## src/logic/cmp_ctrl_pkg.sv

```systemverilog
/*
  Package for the dual analog comparator control block: register offsets,
  field positions, input select codes, reset values and the packed carriers
  shared by the top module and the per-comparator channel.
  Assumes a 32-bit classic Wishbone bus with byte addresses; only the low
  byte of each word holds register bits.
*/
`default_nettype none

package cmp_ctrl_pkg;

  // ---------------------------------------------------------------------
  // Register map, byte addresses
  // ---------------------------------------------------------------------
  localparam logic [7:0] OFS_CTRL = 8'h00;
  localparam logic [7:0] OFS_EDGE = 8'h04;
  localparam logic [7:0] OFS_NSEL = 8'h08;
  localparam logic [7:0] OFS_PSEL = 8'h0C;
  localparam logic [7:0] CMP_STRIDE = 8'h10;
  localparam logic [7:0] ADR_MIRROR = 8'h20;
  localparam logic [7:0] ADR_IRQ_STATUS = 8'h24;
  localparam logic [7:0] ADR_IRQ_CLEAR = 8'h28;
  localparam logic [7:0] ADR_IRQ_ENABLE = 8'h2C;

  // ---------------------------------------------------------------------
  // Field positions
  // ---------------------------------------------------------------------
  localparam int unsigned BIT_ENABLE = 7;
  localparam int unsigned BIT_RESULT = 6;
  localparam int unsigned BIT_POLARITY = 4;
  localparam int unsigned BIT_READ_ONE = 2;
  localparam int unsigned BIT_HYSTERESIS = 1;
  localparam int unsigned BIT_SYNC = 0;
  localparam int unsigned BIT_RISE_IE = 1;
  localparam int unsigned BIT_FALL_IE = 0;
  localparam int unsigned SEL_MSB = 2;

  // ---------------------------------------------------------------------
  // Input select codes
  // ---------------------------------------------------------------------
  localparam logic [2:0] SEL_PIN0 = 3'h0;
  localparam logic [2:0] SEL_PIN1 = 3'h1;
  localparam logic [2:0] SEL_PIN2 = 3'h2;
  localparam logic [2:0] SEL_PIN3 = 3'h3;
  localparam logic [2:0] SEL_DAC = 3'h5;
  localparam logic [2:0] SEL_FVR = 3'h6;
  localparam logic [2:0] SEL_GND = 3'h7;

  // Number of comparator instances.
  localparam int unsigned CMP_COUNT = 2;

  // ---------------------------------------------------------------------
  // Carriers
  // ---------------------------------------------------------------------
  typedef struct packed {
    logic enable;
    logic polarity_invert;
    logic hysteresis_enable;
    logic sync_mode;
    logic rising_edge_irq_enable;
    logic falling_edge_irq_enable;
    logic [2:0] inverting_input_select;
    logic [2:0] noninverting_input_select;
  } cmp_cfg_t;

  // Inverting route: [3:0] pins, [4] reference buffer, [5] ground.
  // Noninverting route: [0] pin 0, [1] pin 1, [2] DAC, [3] buffer, [4] ground.
  typedef struct packed {
    logic enable;
    logic hysteresis_enable;
    logic [5:0] inverting_route;
    logic [4:0] noninverting_route;
  } cmp_analog_t;

  typedef struct packed {
    logic raw_s1;
    logic raw_s2;
    logic tck_s1;
    logic tck_s2;
    logic tck_prev;
    logic result;
    logic result_prev;
    logic ext_out;
    cmp_analog_t analog;
  } ch_state_t;

  typedef struct packed {
    cmp_cfg_t [1:0] cfg;
    logic [1:0] irq_status;
    logic [1:0] irq_enable;
    logic ack;
    logic [31:0] rdata;
    logic irq;
  } top_state_t;

  localparam cmp_cfg_t CFG_RST = '0;
  localparam ch_state_t CH_RST = '0;
  localparam top_state_t TOP_RST = '0;

endpackage : cmp_ctrl_pkg

`default_nettype wire

```

## src/logic/cmp_channel.sv

```systemverilog
/*
  One comparator channel: synchronises the analog result and the Timer1
  clock source, applies enable and polarity, registers the result once per
  clock, detects edges, resamples the external output on Timer1 falling
  edges in sync mode and decodes the input routes.
  Assumes configuration comes from flip-flops on the same clock.
*/
`default_nettype none

module cmp_channel (
  // Clock and reset
  input wire logic i_clk_sys,
  input wire logic i_reset_n,
  // Configuration
  input wire cmp_ctrl_pkg::cmp_cfg_t i_cfg,
  // Analog side
  input wire logic i_analog_result,
  input wire logic i_tmr1_clk_src,
  output cmp_ctrl_pkg::cmp_analog_t o_analog,
  // Results
  output logic o_result,
  output logic o_ext_out,
  output logic o_rise,
  output logic o_fall
);

  cmp_ctrl_pkg::ch_state_t s_q;
  cmp_ctrl_pkg::ch_state_t s_d;

  // -------------------------------------------------------------------
  // Next state
  // -------------------------------------------------------------------
  always_comb begin
    s_d = s_q;
    s_d.raw_s1 = i_analog_result;
    s_d.raw_s2 = s_q.raw_s1;
    s_d.tck_s1 = i_tmr1_clk_src;
    s_d.tck_s2 = s_q.tck_s1;
    s_d.tck_prev = s_q.tck_s2;
    // A disabled comparator is taken as low before polarity, so toggling enable or polarity can still make an edge.
    s_d.result = (i_cfg.enable & s_q.raw_s2) ^ i_cfg.polarity_invert; // [RQ1] [RQ2] [RQ3] [RQ15] [RQ16]
    s_d.result_prev = s_q.result; // [RQ17]
    if (!i_cfg.sync_mode) begin
      s_d.ext_out = s_d.result; // [RQ5]
    end else if (s_q.tck_prev & ~s_q.tck_s2) begin
      s_d.ext_out = s_q.result; // [RQ5]
    end
    s_d.analog.enable = i_cfg.enable; // [RQ1]
    s_d.analog.hysteresis_enable = i_cfg.hysteresis_enable; // [RQ4]
    s_d.analog.inverting_route = '0;
    s_d.analog.noninverting_route = '0;
    // Inputs stay disconnected while the comparator is off.
    if (i_cfg.enable) begin
      case (i_cfg.inverting_input_select) // [RQ9]
        cmp_ctrl_pkg::SEL_PIN0: s_d.analog.inverting_route = 6'h01;
        cmp_ctrl_pkg::SEL_PIN1: s_d.analog.inverting_route = 6'h02;
        cmp_ctrl_pkg::SEL_PIN2: s_d.analog.inverting_route = 6'h04;
        cmp_ctrl_pkg::SEL_PIN3: s_d.analog.inverting_route = 6'h08;
        cmp_ctrl_pkg::SEL_FVR: s_d.analog.inverting_route = 6'h10;
        cmp_ctrl_pkg::SEL_GND: s_d.analog.inverting_route = 6'h20;
        default: s_d.analog.inverting_route = 6'h00;
      endcase
      case (i_cfg.noninverting_input_select) // [RQ10]
        cmp_ctrl_pkg::SEL_PIN0: s_d.analog.noninverting_route = 5'h01;
        cmp_ctrl_pkg::SEL_PIN1: s_d.analog.noninverting_route = 5'h02;
        cmp_ctrl_pkg::SEL_DAC: s_d.analog.noninverting_route = 5'h04;
        cmp_ctrl_pkg::SEL_FVR: s_d.analog.noninverting_route = 5'h08;
        cmp_ctrl_pkg::SEL_GND: s_d.analog.noninverting_route = 5'h10;
        default: s_d.analog.noninverting_route = 5'h00;
      endcase
    end
  end

  // -------------------------------------------------------------------
  // State register
  // -------------------------------------------------------------------
  always_ff @(posedge i_clk_sys or negedge i_reset_n) begin
    if (!i_reset_n) begin
      s_q <= cmp_ctrl_pkg::CH_RST;
    end else begin
      s_q <= s_d;
    end
  end

  // Edge pulses last one clock, taken from the current and previous sample.
  assign o_rise = s_q.result & ~s_q.result_prev; // [RQ17]
  assign o_fall = ~s_q.result & s_q.result_prev; // [RQ17]
  assign o_result = s_q.result;
  assign o_ext_out = s_q.ext_out;
  assign o_analog = s_q.analog;

endmodule : cmp_channel

`default_nettype wire

```

## src/logic/cmp_ctrl_top.sv

```systemverilog
/*
  Control and status logic for two analog comparators behind a classic
  Wishbone slave: per-comparator control, edge interrupt enable and input
  select registers, a shared result mirror and a sticky interrupt block.
  Assumes the analog comparators, the Timer1 clock source and the pins sit
  outside; the analog results and the Timer1 clock are asynchronous.
*/
// Overview of operation
// [RQ1] Enable bit 7 switches comparator on.
// [RQ2] Bit 6 reads the polarity-corrected comparator result.
// [RQ3] Polarity bit 4 inverts result everywhere downstream.
// [RQ4] Hysteresis bit 1 drives analog hysteresis enable.
// [RQ5] Sync mode updates external output on Timer1 falls.
// [RQ6] Control bit 2 reads one; 5,3 zero.
// [RQ7] Rising enable sets flag on result rise.
// [RQ8] Falling enable sets flag on result fall.
// [RQ9] Inverting select routes pins, buffer, ground, none.
// [RQ10] Noninverting select routes pins, DAC, buffer, ground.
// [RQ11] Select fields in bits 2..0, rest zero.
// [RQ12] Mirror register: comparator 2 bit 1, 1 bit 0.
// [RQ13] Two instances, each with own four registers.
// [RQ14] Flag cleared by software; simultaneous edge wins.
// [RQ15] Toggling polarity or enable while off makes edges.
// [RQ16] Internal result registered once per clock.
// [RQ17] Edge pulse from current versus previous sample.
// [RQ18] All writable fields reset to zero.
`default_nettype none

module cmp_ctrl_top (
  // Clock and reset
  input wire logic i_clk_sys,
  input wire logic i_reset_n,
  // Wishbone slave
  input wire logic i_wb_cyc,
  input wire logic i_wb_stb,
  input wire logic i_wb_we,
  input wire logic [7:0] i_wb_adr,
  input wire logic [31:0] i_wb_dat,
  input wire logic [3:0] i_wb_sel,
  output logic [31:0] o_wb_dat,
  output logic o_wb_ack,
  // Analog comparators and Timer1
  input wire logic [1:0] i_analog_result,
  input wire logic i_tmr1_clk_src,
  output cmp_ctrl_pkg::cmp_analog_t [1:0] o_analog,
  // Results towards Timer1 and pins
  output logic [1:0] o_cmp_out_ext,
  // Interrupt
  output logic o_irq
);

  // -------------------------------------------------------------------
  // State and channel wiring
  // -------------------------------------------------------------------
  cmp_ctrl_pkg::top_state_t s_q;
  cmp_ctrl_pkg::top_state_t s_d;

  logic [1:0] ch_result;
  logic [1:0] ch_rise;
  logic [1:0] ch_fall;

  // -------------------------------------------------------------------
  // Comparator channels
  // -------------------------------------------------------------------
  // Each instance carries its own configuration and its own analog pair.
  genvar gi;
  generate
    for (gi = 0; gi < cmp_ctrl_pkg::CMP_COUNT; gi++) begin : g_cmp // [RQ13]
      cmp_channel u_channel (
        .i_clk_sys(i_clk_sys),
        .i_reset_n(i_reset_n),
        .i_cfg(s_q.cfg[gi]),
        .i_analog_result(i_analog_result[gi]),
        .i_tmr1_clk_src(i_tmr1_clk_src),
        .o_analog(o_analog[gi]),
        .o_result(ch_result[gi]),
        .o_ext_out(o_cmp_out_ext[gi]),
        .o_rise(ch_rise[gi]),
        .o_fall(ch_fall[gi])
      );
    end
  endgenerate

  // -------------------------------------------------------------------
  // Bus decode helpers
  // -------------------------------------------------------------------
  // A request is taken only while ack is low, so each access is acked once.
  logic bus_req;
  logic bus_wr;
  logic low_lane;
  logic in_cmp;
  logic cmp_idx;
  logic [7:0] reg_ofs;

  assign bus_req = i_wb_cyc & i_wb_stb & ~s_q.ack;
  assign bus_wr = bus_req & i_wb_we;
  assign low_lane = i_wb_sel[0];
  assign in_cmp = i_wb_adr < cmp_ctrl_pkg::ADR_MIRROR;
  assign cmp_idx = i_wb_adr[4];
  assign reg_ofs = {4'h0, i_wb_adr[3:2], 2'h0};

  // -------------------------------------------------------------------
  // Read data mux
  // -------------------------------------------------------------------
  // Unmapped addresses read as zero and are still acknowledged.
  function automatic logic [7:0] read_byte(
    input cmp_ctrl_pkg::top_state_t st,
    input logic [1:0] res,
    input logic [7:0] adr
  );
    cmp_ctrl_pkg::cmp_cfg_t c;
    logic [7:0] ofs;
    logic [7:0] v;
    c = st.cfg[adr[4]];
    ofs = {4'h0, adr[3:2], 2'h0};
    v = 8'h00;
    if (adr < cmp_ctrl_pkg::ADR_MIRROR) begin
      case (ofs)
        cmp_ctrl_pkg::OFS_CTRL: begin
          v[cmp_ctrl_pkg::BIT_ENABLE] = c.enable; // [RQ1]
          v[cmp_ctrl_pkg::BIT_RESULT] = res[adr[4]]; // [RQ2]
          v[cmp_ctrl_pkg::BIT_POLARITY] = c.polarity_invert; // [RQ3]
          v[cmp_ctrl_pkg::BIT_READ_ONE] = 1'b1; // [RQ6]
          v[cmp_ctrl_pkg::BIT_HYSTERESIS] = c.hysteresis_enable; // [RQ4]
          v[cmp_ctrl_pkg::BIT_SYNC] = c.sync_mode; // [RQ5]
        end
        cmp_ctrl_pkg::OFS_EDGE: begin
          v[cmp_ctrl_pkg::BIT_RISE_IE] = c.rising_edge_irq_enable; // [RQ7]
          v[cmp_ctrl_pkg::BIT_FALL_IE] = c.falling_edge_irq_enable; // [RQ8]
        end
        cmp_ctrl_pkg::OFS_NSEL: begin
          v[2:0] = c.inverting_input_select; // [RQ11]
        end
        cmp_ctrl_pkg::OFS_PSEL: begin
          v[2:0] = c.noninverting_input_select; // [RQ11]
        end
        default: v = 8'h00;
      endcase
    end else begin
      case (adr)
        cmp_ctrl_pkg::ADR_MIRROR: v[1:0] = res; // [RQ12]
        cmp_ctrl_pkg::ADR_IRQ_STATUS: v[1:0] = st.irq_status;
        cmp_ctrl_pkg::ADR_IRQ_ENABLE: v[1:0] = st.irq_enable;
        default: v = 8'h00;
      endcase
    end
    return v;
  endfunction : read_byte

  // -------------------------------------------------------------------
  // Edge events
  // -------------------------------------------------------------------
  // An edge only counts when its own enable is set.
  logic [1:0] edge_set;

  always_comb begin
    for (int i = 0; i < cmp_ctrl_pkg::CMP_COUNT; i++) begin
      edge_set[i] = (ch_rise[i] & s_q.cfg[i].rising_edge_irq_enable) // [RQ7]
        | (ch_fall[i] & s_q.cfg[i].falling_edge_irq_enable); // [RQ8]
    end
  end

  // -------------------------------------------------------------------
  // Next state
  // -------------------------------------------------------------------
  // The clear mask comes from a write-one-to-clear access.
  logic [1:0] clr_mask;

  always_comb begin
    s_d = s_q;
    clr_mask = 2'h0;

    // Acknowledge one cycle after the request and drop it the next cycle.
    s_d.ack = bus_req;
    s_d.rdata = 32'h0000_0000;
    if (bus_req && !i_wb_we) begin
      s_d.rdata = {24'h00_0000, read_byte(s_q, ch_result, i_wb_adr)};
    end

    // Register writes land only through byte lane 0; other lanes hold nothing.
    if (bus_wr && low_lane) begin
      if (in_cmp) begin
        case (reg_ofs)
          cmp_ctrl_pkg::OFS_CTRL: begin
            // Result and the fixed bits are read-only and ignore writes.
            s_d.cfg[cmp_idx].enable = i_wb_dat[cmp_ctrl_pkg::BIT_ENABLE]; // [RQ1]
            s_d.cfg[cmp_idx].polarity_invert = i_wb_dat[cmp_ctrl_pkg::BIT_POLARITY]; // [RQ3]
            s_d.cfg[cmp_idx].hysteresis_enable = i_wb_dat[cmp_ctrl_pkg::BIT_HYSTERESIS]; // [RQ4]
            s_d.cfg[cmp_idx].sync_mode = i_wb_dat[cmp_ctrl_pkg::BIT_SYNC]; // [RQ5] [RQ6]
          end
          cmp_ctrl_pkg::OFS_EDGE: begin
            s_d.cfg[cmp_idx].rising_edge_irq_enable = i_wb_dat[cmp_ctrl_pkg::BIT_RISE_IE]; // [RQ7]
            s_d.cfg[cmp_idx].falling_edge_irq_enable = i_wb_dat[cmp_ctrl_pkg::BIT_FALL_IE]; // [RQ8]
          end
          cmp_ctrl_pkg::OFS_NSEL: begin
            s_d.cfg[cmp_idx].inverting_input_select = i_wb_dat[cmp_ctrl_pkg::SEL_MSB:0]; // [RQ9] [RQ11]
          end
          cmp_ctrl_pkg::OFS_PSEL: begin
            s_d.cfg[cmp_idx].noninverting_input_select = i_wb_dat[cmp_ctrl_pkg::SEL_MSB:0]; // [RQ10] [RQ11]
          end
          default: begin
            s_d.cfg = s_q.cfg;
          end
        endcase
      end else begin
        case (i_wb_adr)
          cmp_ctrl_pkg::ADR_IRQ_CLEAR: clr_mask = i_wb_dat[1:0]; // [RQ14]
          cmp_ctrl_pkg::ADR_IRQ_ENABLE: s_d.irq_enable = i_wb_dat[1:0];
          default: clr_mask = 2'h0;
        endcase
      end
    end

    // Sticky flags: a new edge in the clearing cycle keeps the flag set.
    s_d.irq_status = (s_q.irq_status & ~clr_mask) | edge_set; // [RQ14]

    // The interrupt line follows the flags that will stand next cycle.
    s_d.irq = |(s_d.irq_status & s_d.irq_enable);
  end

  // -------------------------------------------------------------------
  // State register
  // -------------------------------------------------------------------
  // Everything software can write starts at zero, comparators off.
  always_ff @(posedge i_clk_sys or negedge i_reset_n) begin
    if (!i_reset_n) begin
      s_q <= cmp_ctrl_pkg::TOP_RST; // [RQ18]
    end else begin
      s_q <= s_d;
    end
  end

  // -------------------------------------------------------------------
  // Outputs
  // -------------------------------------------------------------------
  assign o_wb_ack = s_q.ack;
  assign o_wb_dat = s_q.rdata;
  assign o_irq = s_q.irq;

endmodule : cmp_ctrl_top

`default_nettype wire

```

## config.mk

```make
export PLATFORM = sky130hd
export DESIGN_NAME = cmp_ctrl_top
export DESIGN_NICKNAME = d
export VERILOG_FILES = /design/src/logic/cmp_ctrl_pkg.sv /design/src/logic/cmp_channel.sv /design/src/logic/cmp_ctrl_top.sv
export SDC_FILE = /design/constraint.sdc
export NUM_CORES = 1
export LEC_CHECK = 0
export ABC_AREA = 1
export BUFFER_PORTS_ARGS = -buffer_cell sky130_fd_sc_hd__buf_2
export CORE_AREA = 2 2 88 90
export DETAILED_ROUTE_END_ITERATION = 6
export DIE_AREA = 0 0 90 92
export PLACE_DENSITY_LB_ADDON = 0.1
export SETUP_SLACK_MARGIN = 0.2
export SLEW_MARGIN = 20
export SYNTH_ARGS = -nofsm -noshare
export SYNTH_HDL_FRONTEND = slang
export SYNTH_SLANG_ARGS = --single-unit
```

## constraint.sdc

```tcl
create_clock -name i_clk_sys -period 2.55 [get_ports i_clk_sys]
set_input_delay 0.1275 -clock i_clk_sys [delete_from_list [all_inputs] [get_ports i_clk_sys]]
set_output_delay 0.1275 -clock i_clk_sys [all_outputs]
set_load 0.05 [all_outputs]
```

==> results.cfg, run 1 <==
[flow_run]
max_cap_viol_count = 0

[timing]
clock_skew_ps = 11.9
finalHoldViolations = 0
whs_ps = 38.7
setup_viol = 0
period_share_pct = 58.1
period_minus_slack_ps = 1480
rsz0062_at_grt = no
finalMaxSlewViolations = 0
setup_tns_ps = 0
fmax_ghz = 0.675

[detailed_routing]
wirelength_um = 7130
first_pass_iters = 4
wl_per_cell_um = 12.6
vias_per_cell = 4.69
drtAntennaViolNets = 0
vias = 2652
drcViolationCount = 0
drt_iter0_drc = 284

[setup_path]
critPathKind = register to register
worstReg2RegStart = o_wb_ack$_DFF_PN0_
reg2regPathDepth = 6
cp.arrival_ps = 1710
rrSetupSlack_ps = 1070
path_buf_inv = 0
critPathTopFamily = simple AND/OR/NAND/NOR gates
cp_max_fo = 7
critPathLaunchType = register
cp_slowest_stage_delay_ps = 400
critPathSlowestCell = dfrtp_1
crit_path_start = o_wb_ack$_DFF_PN0_
worst_setup_path_end_kind = register
crit_path_frequent_cell = nand2_1
cp.depth = 6
critPathRequiredTime_ps = 2780
crit_chain = nor2_2 > nand2_1 > nor2_4 > nand2_1 > o21ai_0 > o21ai_1

[logic_synthesis]
avgSynthCellArea_um2 = 8.48
ys_seq_area_share_pct = 52.1
synth-seq-cells = 75
synthCells = 425
ys_types = 24
synth_area_mm2 = 0.00360
yosys_warnings = 0

[status]
status = finished, final reports clean

[placement]
dpl.hpwl_um = 5080
gp_congestion = 0.865
place_inst = 545
place_area_mm2 = 0.00364
io_buffers = 57

[clock_network]
cts_resized = 0
cts.htree.levels = 3
clk_transition_reported_paths_ps = 80
cts-root-buf = clkbuf_8
clock_latency_ps = 360
cts_tree = yes
clock_sinks = 75
cts-buffers-inserted = 9
clk_path_buf_depth = 2
cts_setup_buffers = 0

[global_routing]
overflow = 0
antenna_found_initial = 0
grt_max_degree = 32
grt_pass1_vias = 2312
grt_pass1_wl_um = 11500
grt_use_total_pct = 18.0

[pwr]
ir_drop_mv = 0.391
power_density_mw_per_mm2 = 685
leakage_nw = 2.10
p_total_mw = 2.67

[min_path]
hold_class = primary input to register
min_from = i_wb_dat[7]

[floorplanning]
fp.dieH_um = 92
start_util_pct = 48.4
pin_count = 114
die-width_um = 90
die_area_mm2 = 0.00828
core_area_mm2 = 0.00745
rows = 32

[finish]
drive_gt1_share_pct = 19.2
layout_common_cells = nand2_1 (109), dfrtp_1 (75), buf_2 (57)
layout_commonest_cell = nand2_1
diodes = 0
multi_input_area_mm2 = 0.00118
syn_to_final_growth_pct = 8.27
fin_cells = 565
nFillCells = 724
fin_area_mm2 = 0.00390
final_nets = 510
seqCellArea_mm2 = 0.00188
[report_power, final]
group / internal [mW] / switching, mW
clock: 0.553 / 0.451
sequential: 1.25 / 0.0697
combinational: 0.0857 / 0.267
[cell type report]
class / count / share of cell area [%]
repair buffers: 63 / 8.73
clock buffers: 10 / 3.27
flip-flops and latches: 75 / 48.1
inverters: 42 / 4.04
multi-input cells: 267 / 30.3
clock inverters: 6 / 2.31
well taps: 102 / 3.27
[cell usage after synthesis]
cell,n,area share [%]
a21oi_1,4,0.56
a22oi_1,3,0.63
a31oi_1,2,0.35
buf_2,4,0.56
buf_4,61,13
clkbuf_1,1,0.10
conb_1,1,0.10
dfrtp_1,75,52
inv_1,37,3.9
inv_2,5,0.52
nand2_1,109,11
nand2_2,4,0.69
nand3_1,13,1.8
nand4_1,1,0.17
nor2_1,41,4.3
nor2_2,4,0.69
nor2_4,2,0.63
nor3_1,12,1.7
nor4_1,4,0.69
o211ai_1,4,0.83
o21ai_0,23,3.2
o21ai_1,7,0.97
o22ai_1,6,1.0
xnor2_1,2,0.49
[layer usage]
| layer | share of wire, % | up-vias | GRT usage, % | wire length (um) |
|---|---|---|---|---|
| met5 | 0 | - | 0 | 0 |
| met4 | 1.5 | 0 | 7.69 | 107 |
| met3 | 5.4 | 11 | 4.03 | 388 |
| met2 | 45 | 86 | 27.7 | 3210 |
| met1 | 48 | 1229 | 24.7 | 3420 |
| li1 | - | 1326 | - | - |
[what timing repair did]
action                                 4_1_cts  5_1_grt
hold buffers                                 4        0
setup endpoints to repair                    0        0
endpoints found under the hold margin       20        0
[kinds of logic (layout without fill, tap and decap cells)]
family                    after synthesis  after routing  share of synthesized area, %
other                                   1             26                         0.104
AOI/OAI and AO/OA                      49             49                          7.57
xor gates and xnor gates                2              2                         0.486
buffers and inverters                 108            121                          17.7
and+or+nand+nor                       190            190                          22.0
DFF                                    75             75                          52.1
[tightest hold or removal path, cell delays in order]
cell and delay [ps]:
buf_2 90, inv_1 50, o21ai_0 80
[worst min-delay path by stage]
stage / to / slack [ps] / cells after the start
after floorplan: async pin / -170 / 0
after global placement: o_wb_ack$_DFF_PN0_ / 120 / 1
after detailed placement: o_wb_dat[4]$_DFF_PN0_ / 110 / 1
after CTS: register / 30 / 3
after global routing: register / 30 / 3
final: register / 40 / 3
[stage by stage]
step	setup slack (ps)	util, %
after floorplan	1060	-
after global placement	1050	48.9
after detailed placement	1040	48.9
after CTS	1080	52.4
after global routing	941	52.4
final	1070	52.4
Power figures use the tool's default switching activity.
==> inputs of run 2 (changes only) <==
--- a/config.mk
+++ b/config.mk
@@ -7,9 +7,9 @@
 export LEC_CHECK = 0
 export ABC_AREA = 1
 export BUFFER_PORTS_ARGS = -buffer_cell sky130_fd_sc_hd__buf_2
-export CORE_AREA = 2 2 88 90
+export CORE_AREA = 2 2 92 94
 export DETAILED_ROUTE_END_ITERATION = 6
-export DIE_AREA = 0 0 90 92
+export DIE_AREA = 0 0 94 96
 export PLACE_DENSITY_LB_ADDON = 0.1
 export SETUP_SLACK_MARGIN = 0.2
 export SLEW_MARGIN = 20
==> constraint.sdc (replaced) <==
create_clock -name i_clk_sys -period 1.2 [get_ports i_clk_sys]
set_input_delay 0.06 -clock i_clk_sys [delete_from_list [all_inputs] [get_ports i_clk_sys]]
set_output_delay 0.06 -clock i_clk_sys [all_outputs]
set_load 0.05 [all_outputs]
==> results.cfg, run 2 (synthesis results as in run 1) <==
[status]
status = finished with violations
violations = setup timing

[finish]
layout_commonest_cell = nand2_1
nFillCells = 725
diodes = 0
fin_util_pct = 58.4
layout_common_cells = nand2_1 (87), dfrtp_1 (73), buf_4 (49)
final_nets = 554
drive_gt1_share_pct = 36.5
syn_to_final_growth_pct = 30.6

[setup_path]
cp.arrival_ps = 1580
reg2regPathDepth = 5
rrSetupSlack_ps = -120
critPathLaunchType = register
worst_setup_path_end_kind = register
critPathKind = register to register
worstReg2RegStart = o_wb_ack$_DFF_PN0_
critPathRequiredTime_ps = 1460
cp_max_fo = 3
crit_path_start = o_wb_ack$_DFF_PN0_

[global_routing]
grt_use_total_pct = 19.1
grt_max_degree = 34
grt_pass1_wl_um = 13100
overflow = 0
grt_pass1_vias = 2707
antenna_found_initial = 0

[pwr]
leakage_nw = 2.40
power_density_mw_per_mm2 = 1210
p_total_mw = 5.68
ir_drop_mv = 0.617

[floorplanning]
die_area_mm2 = 0.00902
core_area_mm2 = 0.00805
die-width_um = 94
start_util_pct = 44.7
rows = 33
fp.dieH_um = 96
pin_count = 114

[timing]
clock_skew_ps = 7.62
fmax_ghz = 0.758
finalHoldViolations = 0
max_slew.worst_pin.slew_ps = 611
period_share_pct = 110
rsz0062_at_grt = yes
period_minus_slack_ps = 1320
timing.final.ws_setup_ps = -119
setup_viol = 30
whs_ps = 13.0
slew_headroom_pct = 59.1
finalMaxSlewViolations = 0

[detailed_routing]
vias = 2867
wirelength_um = 8070
vias_per_cell = 4.68
drcViolationCount = 0
drtAntennaViolNets = 0
wl_per_cell_um = 13.2
first_pass_iters = 4
drt_iter0_drc = 159

[min_path]
holdPathStages = 4
min_from = i_wb_we
hold_class = primary input to register

[clock_network]
clock_sinks = 75
clk_transition_reported_paths_ps = 90
clock_latency_ps = 360
cts-buffers-inserted = 9
cts.htree.levels = 3
clk_path_buf_depth = 2
cts_tree = yes
cts-root-buf = clkbuf_8

[placement]
io_buffers = 57
gp_congestion = 0.847
dpl.hpwl_um = 5810

[flow_run]
max_cap_viol_count = 0
[run 2: changes by cell type in the layout (fill, tap and decap cells not counted), sizes merged]
cell,before,now
clkinv,3,1
bufinv,2,0
dlygate4sd3,4,7
inv,42,46
clkbuf,10,9
buf,59,100
clkinvlp,1,2
[run 2: per-stage QoR]
| step | setup TNS, ps | cell area (um2) | worst slack [ps] | cells |
|---|---|---|---|---|
| after floorplan | -3300 | 3730 | -164 | 450 |
| after global placement | -3550 | 3900 | -180 | 573 |
| after detailed placement | -4400 | 3900 | -293 | 573 |
| after CTS | -1060 | 4410 | -78.1 | 606 |
| after global routing | -4160 | 4700 | -196 | 612 |
| final | -2250 | 4700 | -119 | 612 |
[run 2: power by group]
group          internal [mW]  total, mW  leakage (nW)  switching [mW]
registers               2.65       2.75         0.953          0.0986
clock network          0.782       1.82        0.0872            1.04
logic                  0.377       1.11          1.36           0.732
total                   3.81       5.68          2.40            1.87
[run 2: path summary, 6_finish.rpt]
path / end
worst max-delay path: o_wb_dat[2]$_DFF_PN0_
worst min register to register: g_cmp[0].u_channel.s_q[19]$_DFF_PN0_
worst max register to register: o_wb_dat[2]$_DFF_PN0_
min in group asynchronous: g_cmp[1].u_channel.o_analog[6]$_DFF_PN0_
max in group asynchronous: o_wb_ack$_DFF_PN0_
worst min-delay path: o_wb_dat[0]$_DFF_PN0_
[run 2: cell type report]
type / instances / area (um2) / share of cell area [%]
clock buffer: 9 / 124 / 2.63
clock inverter: 7 / 58.8 / 1.25
multi-input combinational: 267 / 1430 / 30.4
tap: 105 / 131 / 2.79
timing repair buffer: 107 / 917 / 19.5
sequential: 75 / 1880 / 40.0
inverter: 42 / 163 / 3.46
[run 2: repair_timing]
action,CTS,global route
hold endpoints to repair,85,0
hold buffers,7,0
setup buffers,10,6
setup endpoints to repair,66,65
resized for setup,61,78
pin swaps,11,10
[run 2: per-layer routing]
layer	wire, um	vias up	track usage [%]
met1	3640	1351	26.1
met4	142	0	7.49
met2	3840	89	29.8
met5	0	-	0
met3	441	12	4.46
li1	-	1415	-
[run 2: critical path, stage by stage, from the launching register on]
cell	delay (ps)
dfrtp_2	430
buf_4	140
buf_6	110
nor3_4	200
nand2_2	120
nor4_2	220
==> inputs of run 3 (changes only) <==
--- a/config.mk
+++ b/config.mk
@@ -6,10 +6,11 @@
 export NUM_CORES = 1
 export LEC_CHECK = 0
 export ABC_AREA = 1
-export BUFFER_PORTS_ARGS = -buffer_cell sky130_fd_sc_hd__buf_2
-export CORE_AREA = 2 2 92 94
+export CORE_AREA = 2 2 88 90
 export DETAILED_ROUTE_END_ITERATION = 6
-export DIE_AREA = 0 0 94 96
+export DIE_AREA = 0 0 90 92
+export DONT_BUFFER_PORTS = 1
+export HOLD_SLACK_MARGIN = 0.08
 export PLACE_DENSITY_LB_ADDON = 0.1
 export SETUP_SLACK_MARGIN = 0.2
 export SLEW_MARGIN = 20
==> results.cfg, run 3 (synthesis results as in run 1) <==
[status]
status = finished with violations
violations = hold timing, setup timing

[finish]
fin_area_mm2 = 0.00415
fin_util_pct = 55.7
syn_to_final_growth_pct = 15.2
drive_gt1_share_pct = 30.2
final_nets = 490
layout_common_cells = nand2_1 (96), dfrtp_1 (40), nor2_1 (35), dfrtp_2 (35), inv_1 (33)
layout_commonest_cell = nand2_1
diodes = 0

[timing]
clock_skew_ps = 11.9
rsz0062_at_grt = yes
timing.final.ws_setup_ps = -69.2
finalHoldViolations = 85
fmax_ghz = 0.788
period_minus_slack_ps = 1270
setup_tns_ps = -985
setup_viol = 29
finalMaxSlewViolations = 0
whs_ps = -604
period_share_pct = 106

[detailed_routing]
first_pass_iters = 4
drtAntennaViolNets = 0
vias = 2582
drcViolationCount = 0
wl_per_cell_um = 13.6
drt_iter0_drc = 195
vias_per_cell = 4.74
wirelength_um = 7390

[placement]
gp_congestion = 0.843
dp_worst_setup_slack_ps = -184
io_buffers = 0
place_area_mm2 = 0.00354
dpl.hpwl_um = 5190

[global_routing]
antenna_found_initial = 0
use_met1_pct = 26.3
grt_pass1_vias = 2462
overflow = 0
grt_pass1_wl_um = 12400
use_met2_pct = 29.9
grt_util_met3_pct = 5.01
grt_max_degree = 76
grt_use_total_pct = 19.4
top_usage_layer = met2

[setup_path]
path_buf_inv = 2
rrSetupSlack_ps = -70
critPathLaunchType = register
critPathKind = register to register
reg2regPathDepth = 5
cp.arrival_ps = 1540
critPathRequiredTime_ps = 1470
cp_slowest_stage_delay_ps = 430
crit_path_frequent_cell = buf_4
cp_max_fo = 3
crit_chain = buf_4 > nor3_2 > nand2_1 > buf_4 > nor2_1
worstReg2RegStart = o_wb_ack$_DFF_PN0_
critPathSlowestCell = dfrtp_2
cp.depth = 5
rr_endpoint = o_wb_dat[7]$_DFF_PN0_
worst_setup_path_end_kind = register
critPathTopFamily = simple AND/OR/NAND/NOR gates

[clock_network]
clk_transition_reported_paths_ps = 90
cts-buffers-inserted = 9
clock_latency_ps = 350
cts.htree.levels = 3
cts_tree = yes
cts-root-buf = clkbuf_8
clock_sinks = 75
clk_path_buf_depth = 2

[pwr]
power_density_mw_per_mm2 = 1370
ir_drop_mv = 0.790
leakage_nw = 1.99

[floorplanning]
fp.dieH_um = 92
die_area_mm2 = 0.00828
rows = 32
die-width_um = 90
core_area_mm2 = 0.00745
start_util_pct = 48.4
pin_count = 114

[flow_run]
max_cap_viol_count = 0

[min_path]
hold_class = primary input to async pin
-- run 3: stage by stage --
stage	cells	power [mW]	hold WS, ps
floorplan	450	3.45	-236
global placement	509	3.57	-233
detailed placement	509	3.58	-233
CTS	540	5.69	-624
global route	545	5.97	-629
finish	545	5.67	-604
-- run 3: layer usage --
layer	share of wire, %	vias up
li1	-	1285
met1	46	1202
met2	47	79
met3	5.9	16
met4	2.0	0
met5	0	-
-- run 3: layout make-up --
class | count | area, um2
clock inverter | 6 | 71.3
sequential | 75 | 1920
fill | 725 | 3300
clock buffer | 10 | 138
timing repair buffer | 43 | 384
multi-input combinational | 267 | 1340
inverter | 42 | 165
tap | 102 | 128
-- run 3: report_power, final --
part	internal (mW)	switching [mW]
combinational	0.285	0.583
sequential	2.65	0.139
clock	1.03	0.979
total	3.97	1.70
-- run 3: how the worst max path moves through the flow --
stage                  startpoint                     to  slack (ps)
2_1_floorplan  o_wb_ack$_DFF_PN0_               register        -160
6_report       o_wb_ack$_DFF_PN0_  o_wb_dat[7]$_DFF_PN0_         -70
3_3_place_gp   o_wb_ack$_DFF_PN0_               register        -130
3_5_place_dp   o_wb_ack$_DFF_PN0_               register        -180
4_1_cts        o_wb_ack$_DFF_PN0_               register         -70
5_1_grt        o_wb_ack$_DFF_PN0_               register        -160
-- run 3: timing repair --
item,in CTS,in global routing
cloned,0,0
hold buffers,9,1
resized for setup,54,24
endpoints found under the hold margin,114,95
buffers inserted,6,4
pin swaps,7,13
setup endpoints to repair,73,44
